**src/hw/kspd_pkg.sv**
```systemverilog
package kspd_pkg;

  // address widths
  localparam int VA_W     = 64;
  localparam int PA_W     = 32;
  localparam int PA_LOW_W = 29;
  localparam int TAG_W    = 8;
  localparam int POL_W    = 3;

  // virtual address field positions
  localparam int VA_SEG_HI = 63;
  localparam int VA_SEG_LO = 62;
  localparam int ERR_HI    = 58;
  localparam int ERR_LO    = 32;
  localparam int CPOL_HI   = 61;
  localparam int CPOL_LO   = 59;
  localparam int CMP_HI    = 61;
  localparam int CMP_LO    = 31;
  localparam int CSEL_HI   = 30;
  localparam int CSEL_LO   = 29;
  localparam int LOW_HI    = 28;

  // top two virtual bits
  localparam logic [1:0] VA_USER = 2'h0;
  localparam logic [1:0] VA_SUPV = 2'h1;
  localparam logic [1:0] VA_PHYS = 2'h2;
  localparam logic [1:0] VA_KERN = 2'h3;

  // compatibility selector values
  localparam logic [1:0] CSEL_CACHED = 2'h0;
  localparam logic [1:0] CSEL_UNC    = 2'h1;
  localparam logic [1:0] CSEL_SUPV   = 2'h2;
  localparam logic [1:0] CSEL_KERN   = 2'h3;

  // cache policy code meaning uncached
  localparam logic [POL_W-1:0] POL_UNCACHED = 3'h2;

  // physical region bases within the low 512 Mbytes
  localparam logic [PA_LOW_W-1:0] PB_ROM    = 29'h1800_0000;
  localparam logic [PA_LOW_W-1:0] PB_SYSIO  = 29'h1400_0000;
  localparam logic [PA_LOW_W-1:0] PB_SYSMEM = 29'h1000_0000;
  localparam logic [PA_LOW_W-1:0] PB_RSVD_H = 29'h0D00_0000;
  localparam logic [PA_LOW_W-1:0] PB_IIO1   = 29'h0C00_0000;
  localparam logic [PA_LOW_W-1:0] PB_IIO2   = 29'h0B00_0000;
  localparam logic [PA_LOW_W-1:0] PB_LCD    = 29'h0A00_0000;
  localparam logic [PA_LOW_W-1:0] PB_RSVD_L = 29'h0400_0000;

  // register byte offsets
  localparam int ADDR_W = 8;
  localparam logic [ADDR_W-1:0] OFS_CTRL      = 8'h00;
  localparam logic [ADDR_W-1:0] OFS_STATUS    = 8'h04;
  localparam logic [ADDR_W-1:0] OFS_LAST_VALO = 8'h08;
  localparam logic [ADDR_W-1:0] OFS_LAST_VAHI = 8'h0C;
  localparam logic [ADDR_W-1:0] OFS_LAST_PA   = 8'h10;
  localparam logic [ADDR_W-1:0] OFS_ERR_CNT   = 8'h14;
  localparam logic [ADDR_W-1:0] OFS_PROBE_LO  = 8'h18;
  localparam logic [ADDR_W-1:0] OFS_PROBE_HI  = 8'h1C;
  localparam logic [ADDR_W-1:0] OFS_PROBE_PA  = 8'h20;
  localparam logic [ADDR_W-1:0] OFS_PROBE_RES = 8'h24;

  // reset values
  localparam logic [POL_W-1:0] CTRL_POL_RESET = 3'h2;
  localparam logic [TAG_W-1:0] CTRL_TAG_RESET = 8'h00;
  localparam int ST_ERR_BIT = 16;

  typedef enum logic [3:0] {
    SEG_NONE, SEG_USER, SEG_SUPV, SEG_PHYS, SEG_KERN,
    SEG_C_CACHED, SEG_C_UNCACHED, SEG_C_SUPV, SEG_C_KERN
  } kspd_seg_t;

  typedef enum logic [3:0] {
    RG_DRAM, RG_RSVD, RG_LCD, RG_IIO2, RG_IIO1,
    RG_SYSMEM, RG_SYSIO, RG_ROM
  } kspd_region_t;

  typedef struct packed {
    logic [VA_W-1:0] va;
    logic [PA_W-1:0] tlb_pa;
    logic            page_c;
  } kspd_req_t;

  typedef struct packed {
    kspd_seg_t       seg;
    kspd_region_t    region;
    logic            mapped;
    logic            cached;
    logic            addr_err;
    logic            mirror;
    logic [TAG_W-1:0] tag;
    logic [PA_W-1:0] pa;
  } kspd_res_t;

  typedef struct packed {
    logic [15:0]      zero_hi;
    logic [TAG_W-1:0] tag;
    logic [3:0]       zero_lo;
    logic [POL_W-1:0] pol;
    logic             wide;
  } kspd_ctrl_t;

  typedef struct packed {
    logic [13:0]  zero_hi;
    logic         seen;
    logic         err_flag;
    logic [3:0]   zero_lo;
    logic         addr_err;
    logic         cached;
    logic         mapped;
    logic         mirror;
    kspd_region_t region;
    kspd_seg_t    seg;
  } kspd_stat_t;

endpackage : kspd_pkg

```
**src/hw/kspd_phys_map.sv**
```systemverilog
`timescale 1ns/10ps
module kspd_phys_map (
  // physical address in
  input  logic [kspd_pkg::PA_W-1:0] pa,
  // target region out
  output kspd_pkg::kspd_region_t    region,
  output logic                      mirror
);
  import kspd_pkg::*;

  logic [PA_LOW_W-1:0] low;

  // only the low bits pick the target above the mirror base
  assign low    = pa[PA_LOW_W-1:0];
  assign mirror = |pa[PA_W-1:PA_LOW_W];

  // descending base compare keeps the ranges disjoint
  always_comb begin
    if (low >= PB_ROM)         region = RG_ROM;
    else if (low >= PB_SYSIO)  region = RG_SYSIO;
    else if (low >= PB_SYSMEM) region = RG_SYSMEM;
    else if (low >= PB_RSVD_H) region = RG_RSVD;
    else if (low >= PB_IIO1)   region = RG_IIO1;
    else if (low >= PB_IIO2)   region = RG_IIO2;
    else if (low >= PB_LCD)    region = RG_LCD;
    else if (low >= PB_RSVD_L) region = RG_RSVD;
    else                       region = RG_DRAM;
  end

endmodule : kspd_phys_map

```
**src/hw/kspd_seg_class.sv**
```systemverilog
`timescale 1ns/10ps
module kspd_seg_class (
  // request and control
  input  kspd_pkg::kspd_req_t  req,
  input  kspd_pkg::kspd_ctrl_t ctrl,
  // classification, region left to the physical map
  output kspd_pkg::kspd_res_t  res
);
  import kspd_pkg::*;

  logic compat;

  // compatibility needs bits 61..31 all set
  assign compat = &req.va[CMP_HI:CMP_LO];

  // segment sort, one path per top-bit value
  always_comb begin
    res          = '0;
    res.seg      = SEG_NONE;
    res.region   = RG_DRAM;
    res.tag      = ctrl.tag;
    res.pa       = req.tlb_pa;
    if (ctrl.wide) begin
      case (req.va[VA_SEG_HI:VA_SEG_LO])
        VA_SUPV: begin
          res.seg    = SEG_SUPV;
          res.mapped = 1'b1;
          res.cached = req.page_c;
        end
        VA_PHYS: begin
          res.seg      = SEG_PHYS;
          res.addr_err = |req.va[ERR_HI:ERR_LO];
          res.cached   = req.va[CPOL_HI:CPOL_LO] != POL_UNCACHED;
          res.pa       = req.va[PA_W-1:0];
        end
        VA_KERN: begin
          if (!compat) begin
            res.seg    = SEG_KERN;
            res.mapped = 1'b1;
            res.cached = req.page_c;
          end else begin
            // low two selector bits pick the segment
            case (req.va[CSEL_HI:CSEL_LO])
              CSEL_CACHED: begin
                res.seg    = SEG_C_CACHED;
                res.cached = ctrl.pol != POL_UNCACHED;
                res.pa     = {{(PA_W-PA_LOW_W){1'b0}},
                              req.va[LOW_HI:0]};
              end
              CSEL_UNC: begin
                res.seg    = SEG_C_UNCACHED;
                res.pa     = {{(PA_W-PA_LOW_W){1'b0}},
                              req.va[LOW_HI:0]};
              end
              CSEL_SUPV: begin
                res.seg    = SEG_C_SUPV;
                res.mapped = 1'b1;
                res.cached = req.page_c;
              end
              default: begin
                res.seg    = SEG_C_KERN;
                res.mapped = 1'b1;
                res.cached = req.page_c;
              end
            endcase
          end
        end
        default: res.seg = SEG_USER; // user space is decoded elsewhere
      endcase
    end
  end

endmodule : kspd_seg_class

```
**src/hw/kspd_top.sv**
```systemverilog
// Chosen here: register access over APB and the register addresses.
`timescale 1ns/10ps
module kspd_top #(
  parameter int CNT_W = 16
) (
  // clock and reset
  input  wire logic                          pclk,
  input  wire logic                          presetn,
  // apb slave
  input  wire logic                          psel,
  input  wire logic                          penable,
  input  wire logic                          pwrite,
  input  wire logic [kspd_pkg::ADDR_W-1:0]   paddr,
  input  wire logic [31:0]                   pwdata,
  output logic      [31:0]                   prdata,
  output logic                               pready,
  output logic                               pslverr,
  // core address path
  input  wire logic                          req_valid,
  input  kspd_pkg::kspd_req_t                req,
  // classified result, one cycle later
  output logic                               res_valid,
  output kspd_pkg::kspd_res_t                res
);
  import kspd_pkg::*;

  typedef struct packed {
    kspd_ctrl_t       ctrl;
    logic             err_flag;
    logic             seen;
    logic [VA_W-1:0]  last_va;
    logic [CNT_W-1:0] err_cnt;
    logic [VA_W-1:0]  probe_va;
    logic [PA_W-1:0]  probe_pa;
    logic [31:0]      prdata;
    logic             pready;
    logic             pslverr;
    logic             res_valid;
    kspd_res_t        res;
  } kspd_state_t;

  kspd_state_t st_reg;
  kspd_state_t st_next;

  kspd_res_t    core_cls;
  kspd_region_t core_region;
  logic         core_mirror;
  kspd_res_t    probe_cls;
  kspd_region_t probe_region;
  logic         probe_mirror;
  kspd_req_t    probe_req;

  logic         setup_ph;
  logic         access_ph;
  logic         wr_take;
  logic         hit;
  logic [31:0]  rdata;
  kspd_stat_t   stat_word;
  kspd_stat_t   probe_word;
  kspd_res_t    core_full;
  kspd_res_t    probe_full;

  // core path classifier
  kspd_seg_class u_core_cls (
    .req  (req),
    .ctrl (st_reg.ctrl),
    .res  (core_cls)
  );

  // region decode for the core path
  kspd_phys_map u_core_map (
    .pa     (core_cls.pa),
    .region (core_region),
    .mirror (core_mirror)
  );

  // software probe uses the same logic as the core path
  assign probe_req.va     = st_reg.probe_va;
  assign probe_req.tlb_pa = st_reg.probe_pa;
  assign probe_req.page_c = 1'b0; // probe has no page attribute

  kspd_seg_class u_probe_cls (
    .req  (probe_req),
    .ctrl (st_reg.ctrl),
    .res  (probe_cls)
  );

  kspd_phys_map u_probe_map (
    .pa     (probe_cls.pa),
    .region (probe_region),
    .mirror (probe_mirror)
  );

  // merge segment and region into one result word
  always_comb begin
    core_full        = core_cls;
    core_full.region = core_region;
    core_full.mirror = core_mirror;
    probe_full        = probe_cls;
    probe_full.region = probe_region;
    probe_full.mirror = probe_mirror;
  end

  // status and probe words share one layout
  always_comb begin
    stat_word          = '0;
    stat_word.seen     = st_reg.seen;
    stat_word.err_flag = st_reg.err_flag;
    stat_word.addr_err = st_reg.res.addr_err;
    stat_word.cached   = st_reg.res.cached;
    stat_word.mapped   = st_reg.res.mapped;
    stat_word.mirror   = st_reg.res.mirror;
    stat_word.region   = st_reg.res.region;
    stat_word.seg      = st_reg.res.seg;
    probe_word          = '0;
    probe_word.addr_err = probe_full.addr_err;
    probe_word.cached   = probe_full.cached;
    probe_word.mapped   = probe_full.mapped;
    probe_word.mirror   = probe_full.mirror;
    probe_word.region   = probe_full.region;
    probe_word.seg      = probe_full.seg;
  end

  // apb phases; the answer always comes in the first access cycle
  assign setup_ph  = psel && !penable;
  assign access_ph = psel && penable && st_reg.pready;
  assign wr_take   = access_ph && pwrite && !st_reg.pslverr;

  // read mux and address decode, evaluated in the setup cycle
  always_comb begin
    rdata = '0;
    hit   = 1'b1;
    case (paddr)
      OFS_CTRL:      rdata = st_reg.ctrl;
      OFS_STATUS:    rdata = stat_word;
      OFS_LAST_VALO: rdata = st_reg.last_va[31:0];
      OFS_LAST_VAHI: rdata = st_reg.last_va[VA_W-1:32];
      OFS_LAST_PA:   rdata = st_reg.res.pa;
      OFS_ERR_CNT:   rdata = 32'(st_reg.err_cnt);
      OFS_PROBE_LO:  rdata = st_reg.probe_va[31:0];
      OFS_PROBE_HI:  rdata = st_reg.probe_va[VA_W-1:32];
      OFS_PROBE_PA:  rdata = st_reg.probe_pa;
      OFS_PROBE_RES: rdata = probe_word;
      default: begin
        rdata = '0;
        hit   = 1'b0; // unmapped or misaligned offset
      end
    endcase
  end

  // next state of the whole block
  always_comb begin
    st_next = st_reg;

    // apb answer registers; ready and error last only the access cycle, read data holds until the next setup
    st_next.pready  = setup_ph;
    st_next.pslverr = setup_ph && !hit;
    if (setup_ph) begin
      st_next.prdata = (!pwrite && hit) ? rdata : '0;
    end

    // software writes take effect at the access edge
    if (wr_take) begin
      case (paddr)
        OFS_CTRL: begin
          st_next.ctrl         = kspd_ctrl_t'(pwdata);
          st_next.ctrl.zero_hi = '0;
          st_next.ctrl.zero_lo = '0;
        end
        OFS_STATUS: begin
          if (pwdata[ST_ERR_BIT]) begin
            st_next.err_flag = 1'b0; // write one to clear
          end
        end
        OFS_ERR_CNT:  st_next.err_cnt = '0;
        OFS_PROBE_LO: st_next.probe_va[31:0] = pwdata;
        OFS_PROBE_HI: st_next.probe_va[VA_W-1:32] = pwdata;
        OFS_PROBE_PA: st_next.probe_pa = pwdata;
        default: begin
          st_next.ctrl = st_next.ctrl; // read-only, write ignored
        end
      endcase
    end

    // core requests: register the classification for the next cycle
    st_next.res_valid = req_valid;
    if (req_valid) begin
      st_next.res     = core_full;
      st_next.last_va = req.va;
      st_next.seen    = 1'b1;
      if (core_full.addr_err) begin
        // a new error beats a clear in the same cycle
        st_next.err_flag = 1'b1;
        if (!(wr_take && paddr == OFS_ERR_CNT)) begin
          if (st_reg.err_cnt != '1) begin
            st_next.err_cnt = st_reg.err_cnt + CNT_W'(1); // saturates
          end
        end else begin
          st_next.err_cnt = CNT_W'(1);
        end
      end
    end
  end

  // one register for all state; only constants under reset
  always_ff @(posedge pclk or negedge presetn) begin
    if (!presetn) begin
      st_reg          <= '0;
      st_reg.ctrl.pol <= CTRL_POL_RESET;
      st_reg.ctrl.tag <= CTRL_TAG_RESET;
    end else begin
      st_reg <= st_next;
    end
  end

  // outputs come straight from the state register
  assign prdata    = st_reg.prdata;
  assign pready    = st_reg.pready;
  assign pslverr   = st_reg.pslverr;
  assign res_valid = st_reg.res_valid;
  assign res       = st_reg.res;

endmodule : kspd_top

```
**config.mk**
```make
export PLATFORM = sky130hd
export DESIGN_NAME = kspd_top
export DESIGN_NICKNAME = d
export VERILOG_FILES = /design/src/hw/kspd_pkg.sv /design/src/hw/kspd_phys_map.sv /design/src/hw/kspd_seg_class.sv /design/src/hw/kspd_top.sv
export SDC_FILE = /design/constraint.sdc
export NUM_CORES = 1
export LEC_CHECK = 0
export ABC_AREA = 1
export BUFFER_PORTS_ARGS = -buffer_cell sky130_fd_sc_hd__buf_4
export CORE_ASPECT_RATIO = 1.4
export CORE_UTILIZATION = 59
export CTS_BUF_LIST = sky130_fd_sc_hd__clkbuf_8
export DETAILED_ROUTE_END_ITERATION = 7
export MAX_ROUTING_LAYER = met4
export PLACE_DENSITY = 0.83
export SLEW_MARGIN = 20
export SYNTH_ARGS = -nofsm -noshare
export SYNTH_HDL_FRONTEND = slang
export SYNTH_SLANG_ARGS = --single-unit
```
**constraint.sdc**
```tcl
create_clock -name pclk -period 2.9 [get_ports pclk]
set_clock_uncertainty 0.05 [all_clocks]
set_input_delay 0.58 -clock pclk [delete_from_list [all_inputs] [get_ports pclk]]
set_output_delay 0.58 -clock pclk [all_outputs]
set_load 0.01 [all_outputs]
```
==> out/results.tsv <==
metric	value	unit
status	finished, final reports clean	
worst_slack	0.222	ns
syn_nets	2023	
slew_headroom	49.7	%
clock_sinks	276	
rsz0062_at_grt	no	
syn_inst	1871	
finish.instance_area	17200	sq um
cts_buffers	44	
use_met2	63.6	%
post_cts_resized	0	
synth.largest_area_cell	dfrtp_1	
crit_chain	inv_1 -> ha_1 -> nor2_2 -> nand2_1 -> o21ai_0 -> nand3_1 -> nand3_1 -> nand2_1 -> a21oi_1 -> nand4_1 -> nor2_2 -> nor2_1 -> nand2_1 -> nand2_1 -> nand2_1 -> nand2_1 -> nand2_1 -> nand2_1	
end_kind	flip-flop	
io_pins	230	
critPathSlowestCell	dfrtp_1	
via_count	14300	
seq_area_frac_synth	46.9	%
cp_top_family	simple AND/OR/NAND/NOR gates	
maxSlewViolCount	0	
layoutNonFillerInstCount	2385	
met1_usage	54.7	%
nets	2188	
place.gp.congestion	1.02	
htreeDepth	2	
busiest_layer	met2	
placed_cell_area	16400	sq um
required	3.32	ns
globalRouteOverflowTotal	0	
finalHoldViolCount	0	
drive_gt1_share	18.6	%
ir_worst_vdd	410	uV
grt_pass1_vias	13500	
antenna_left	0	
internal-power	6.04	mW
syn_area	14700	sq um
cts_tree	done	
portBuffers	228	
die_y	189	microns
grt_pass1_wl	77.9	mm
leakagePower	8.51	nW
critical_path.max_fanout	10	
startpoint_type	flip-flop	
cp.arrival	3.09	ns
row_count	68	
cpPeakStageDelay	0.43	ns
drc	0	
wl_per_cell	21.4	microns
start_util	59.9	%
critPathBufInv	1	
worst_slew_pin_slew	0.755	ns
core-area	24600	sq um
synthFlopType	dfrtp_1	
pwr-share-clk	40.5	%
path_common_cell	nand2_1	
avgSynthCellArea	7.87	sq um
critPathKind	flip-flop to flip-flop	
clockRootBuffer	clkbuf_8	
drtIter0Drc	1420	
clk_pin_slew	0.07	ns
dpl_worst_slack	0.0144	ns
grt_max_degree	146	
area_growth	17.1	%
synthArstFlopShare	100	%
dp_cells	2304	
maxCapViolCount	0	
die_w	136	microns
seqPwrFrac	49.8	%
dr.pass1.iters	7	
dieArea	25600	sq um
p_sw_share	26.4	%
synth_area_leaders	dfrtp_1, nand2_1, o21ai_0	
met3_usage	7.15	%
power_density	476	nW/um^2
wirelength	51.0	mm
timing.fmax	0.373	GHz
hp-class	primary input to flip-flop	
finalCritPeriodShare	92.3	%
antenna_found_initial	2	
switchingPower	2.16	mW
largest_register_ffs	96	
ys_seq_elements	276	
via_per_inst	6.00	
clockBufferDepth	3	
period_minus_slack	2.68	ns
total_power	8.21	mW
dp_hpwl	38.5	mm
synth_top_cell_area_share	46.7	%
synth_edf_count	0	
mostFrequentLayoutCells	nand2_1, dfrtp_1, buf_4, o21ai_0, inv_1	
pwr-share-comb	9.7	%
yosysUniqueCellTypes	59	
holdWs	0.164	ns
grt.total_usage	41.9	%
mostFrequentLayoutCell	nand2_1	
yosys_warnings	0	
report.final.setup_viol	0	
insertion_delay	0.59	ns
stage by stage:
stage	TNS (ns)	util [%]
6_report	0	70.1
5_1_grt	0	70.1
4_1_cts	0	70.1
3_3_place_gp	-0.0124	66.5
2_1_floorplan	0	-
3_5_place_dp	0	66.5
routing by layer:
metal	share of wire [%]	vias to the layer above
li1	-	6449
met1	40	6830
met2	46	866
met3	9.3	163
met4	5.0	0
met5	0	-
power by group through the flow:
| stage | Clock [mW] | Sequential (mW) | Combinational, mW |
|---|---|---|---|
| 2_1_floorplan | 0 | 4.10 | 0.372 |
| 3_3_place_gp | 0 | 4.15 | 0.769 |
| 3_5_place_dp | 0 | 4.15 | 0.783 |
| 4_1_cts | 3.35 | 4.08 | 0.787 |
| 5_1_grt | 3.53 | 4.09 | 0.871 |
| 6_report | 3.33 | 4.09 | 0.794 |
kinds of logic after synthesis:
family | Yosys count | synth area share [%]
other | 1 | 0.0255
buffers and inverters | 379 | 12.0
AO/OA/AOI/OAI | 439 | 17.7
flip-flops | 276 | 46.9
adder cells (fa/ha/maj) | 9 | 0.764
XOR/XNOR | 2 | 0.119
multiplexers | 7 | 0.476
AND/OR/NAND/NOR | 758 | 22.1
final timing paths:
check / from / endpoint / slack (ns) / depth (start not counted)
worst min register to register: st_reg[263]$_DFFE_PN0P_ / st_reg[263]$_DFFE_PN0P_ / 0.43 / 2
worst min-delay path: req[42] / st_reg[208]$_DFFE_PN0P_ / 0.16 / 3
min in group asynchronous: presetn / st_reg[212]$_DFFE_PN0P_ / 0.51 / 2
worst max-delay path: probe_req[63]$_DFFE_PN0P_ / prdata[4]$_DFFE_PN0P_ / 0.22 / 18
worst max register to register: probe_req[63]$_DFFE_PN0P_ / prdata[4]$_DFFE_PN0P_ / 0.22 / 18
max in group asynchronous: presetn / probe_req[55]$_DFFE_PN0P_ / 1.54 / 3
cell type report:
class / instances / area, sq um
repair buffers: 278 / 2180
inverters: 220 / 826
clock inverters: 24 / 135
multi-input cells: 1216 / 6060
clock buffers: 53 / 729
flip-flops and latches: 276 / 6910
well taps: 315 / 394
fillers: 2046 / 7340
diodes: 3 / 7.51
cell usage after synthesis, types with 3 or more instances:
master / n
nor2_1: 97
nand3_1: 46
o21ai_0: 261
or2_1: 4
o311ai_0: 3
o21ai_1: 12
dfrtp_1: 275
inv_2: 6
nor2_2: 5
nand2_4: 4
nor4_1: 18
nand2_2: 9
nand2_1: 519
a221oi_1: 14
buf_4: 85
o221ai_1: 6
nor3_1: 15
a22oi_1: 5
nand4_1: 22
a211oi_1: 9
clkbuf_1: 60
o211ai_1: 25
buf_2: 12
ha_1: 9
a22o_1: 10
a21oi_1: 24
inv_1: 212
nor2_4: 5
o2111ai_1: 6
mux2i_1: 7
o22ai_1: 33
a21oi_2: 3
a2111oi_0: 12
a31oi_1: 6
worst register-to-register path: cells and delay by family, from the launching register on:
family,cells,cell delay (ns)
DFF,1,0.43
adders and majority gates,1,0.24
buffers and inverters,1,0.12
and+or+nand+nor,14,1.41
AOI/OAI and AO/OA,2,0.34
what timing repair did:
item,in CTS,in global routing
setup buffers,0,0
hold buffers,1,0
hold endpoints to repair,65,0
Note: power is estimated with default switching activity, not from simulation.
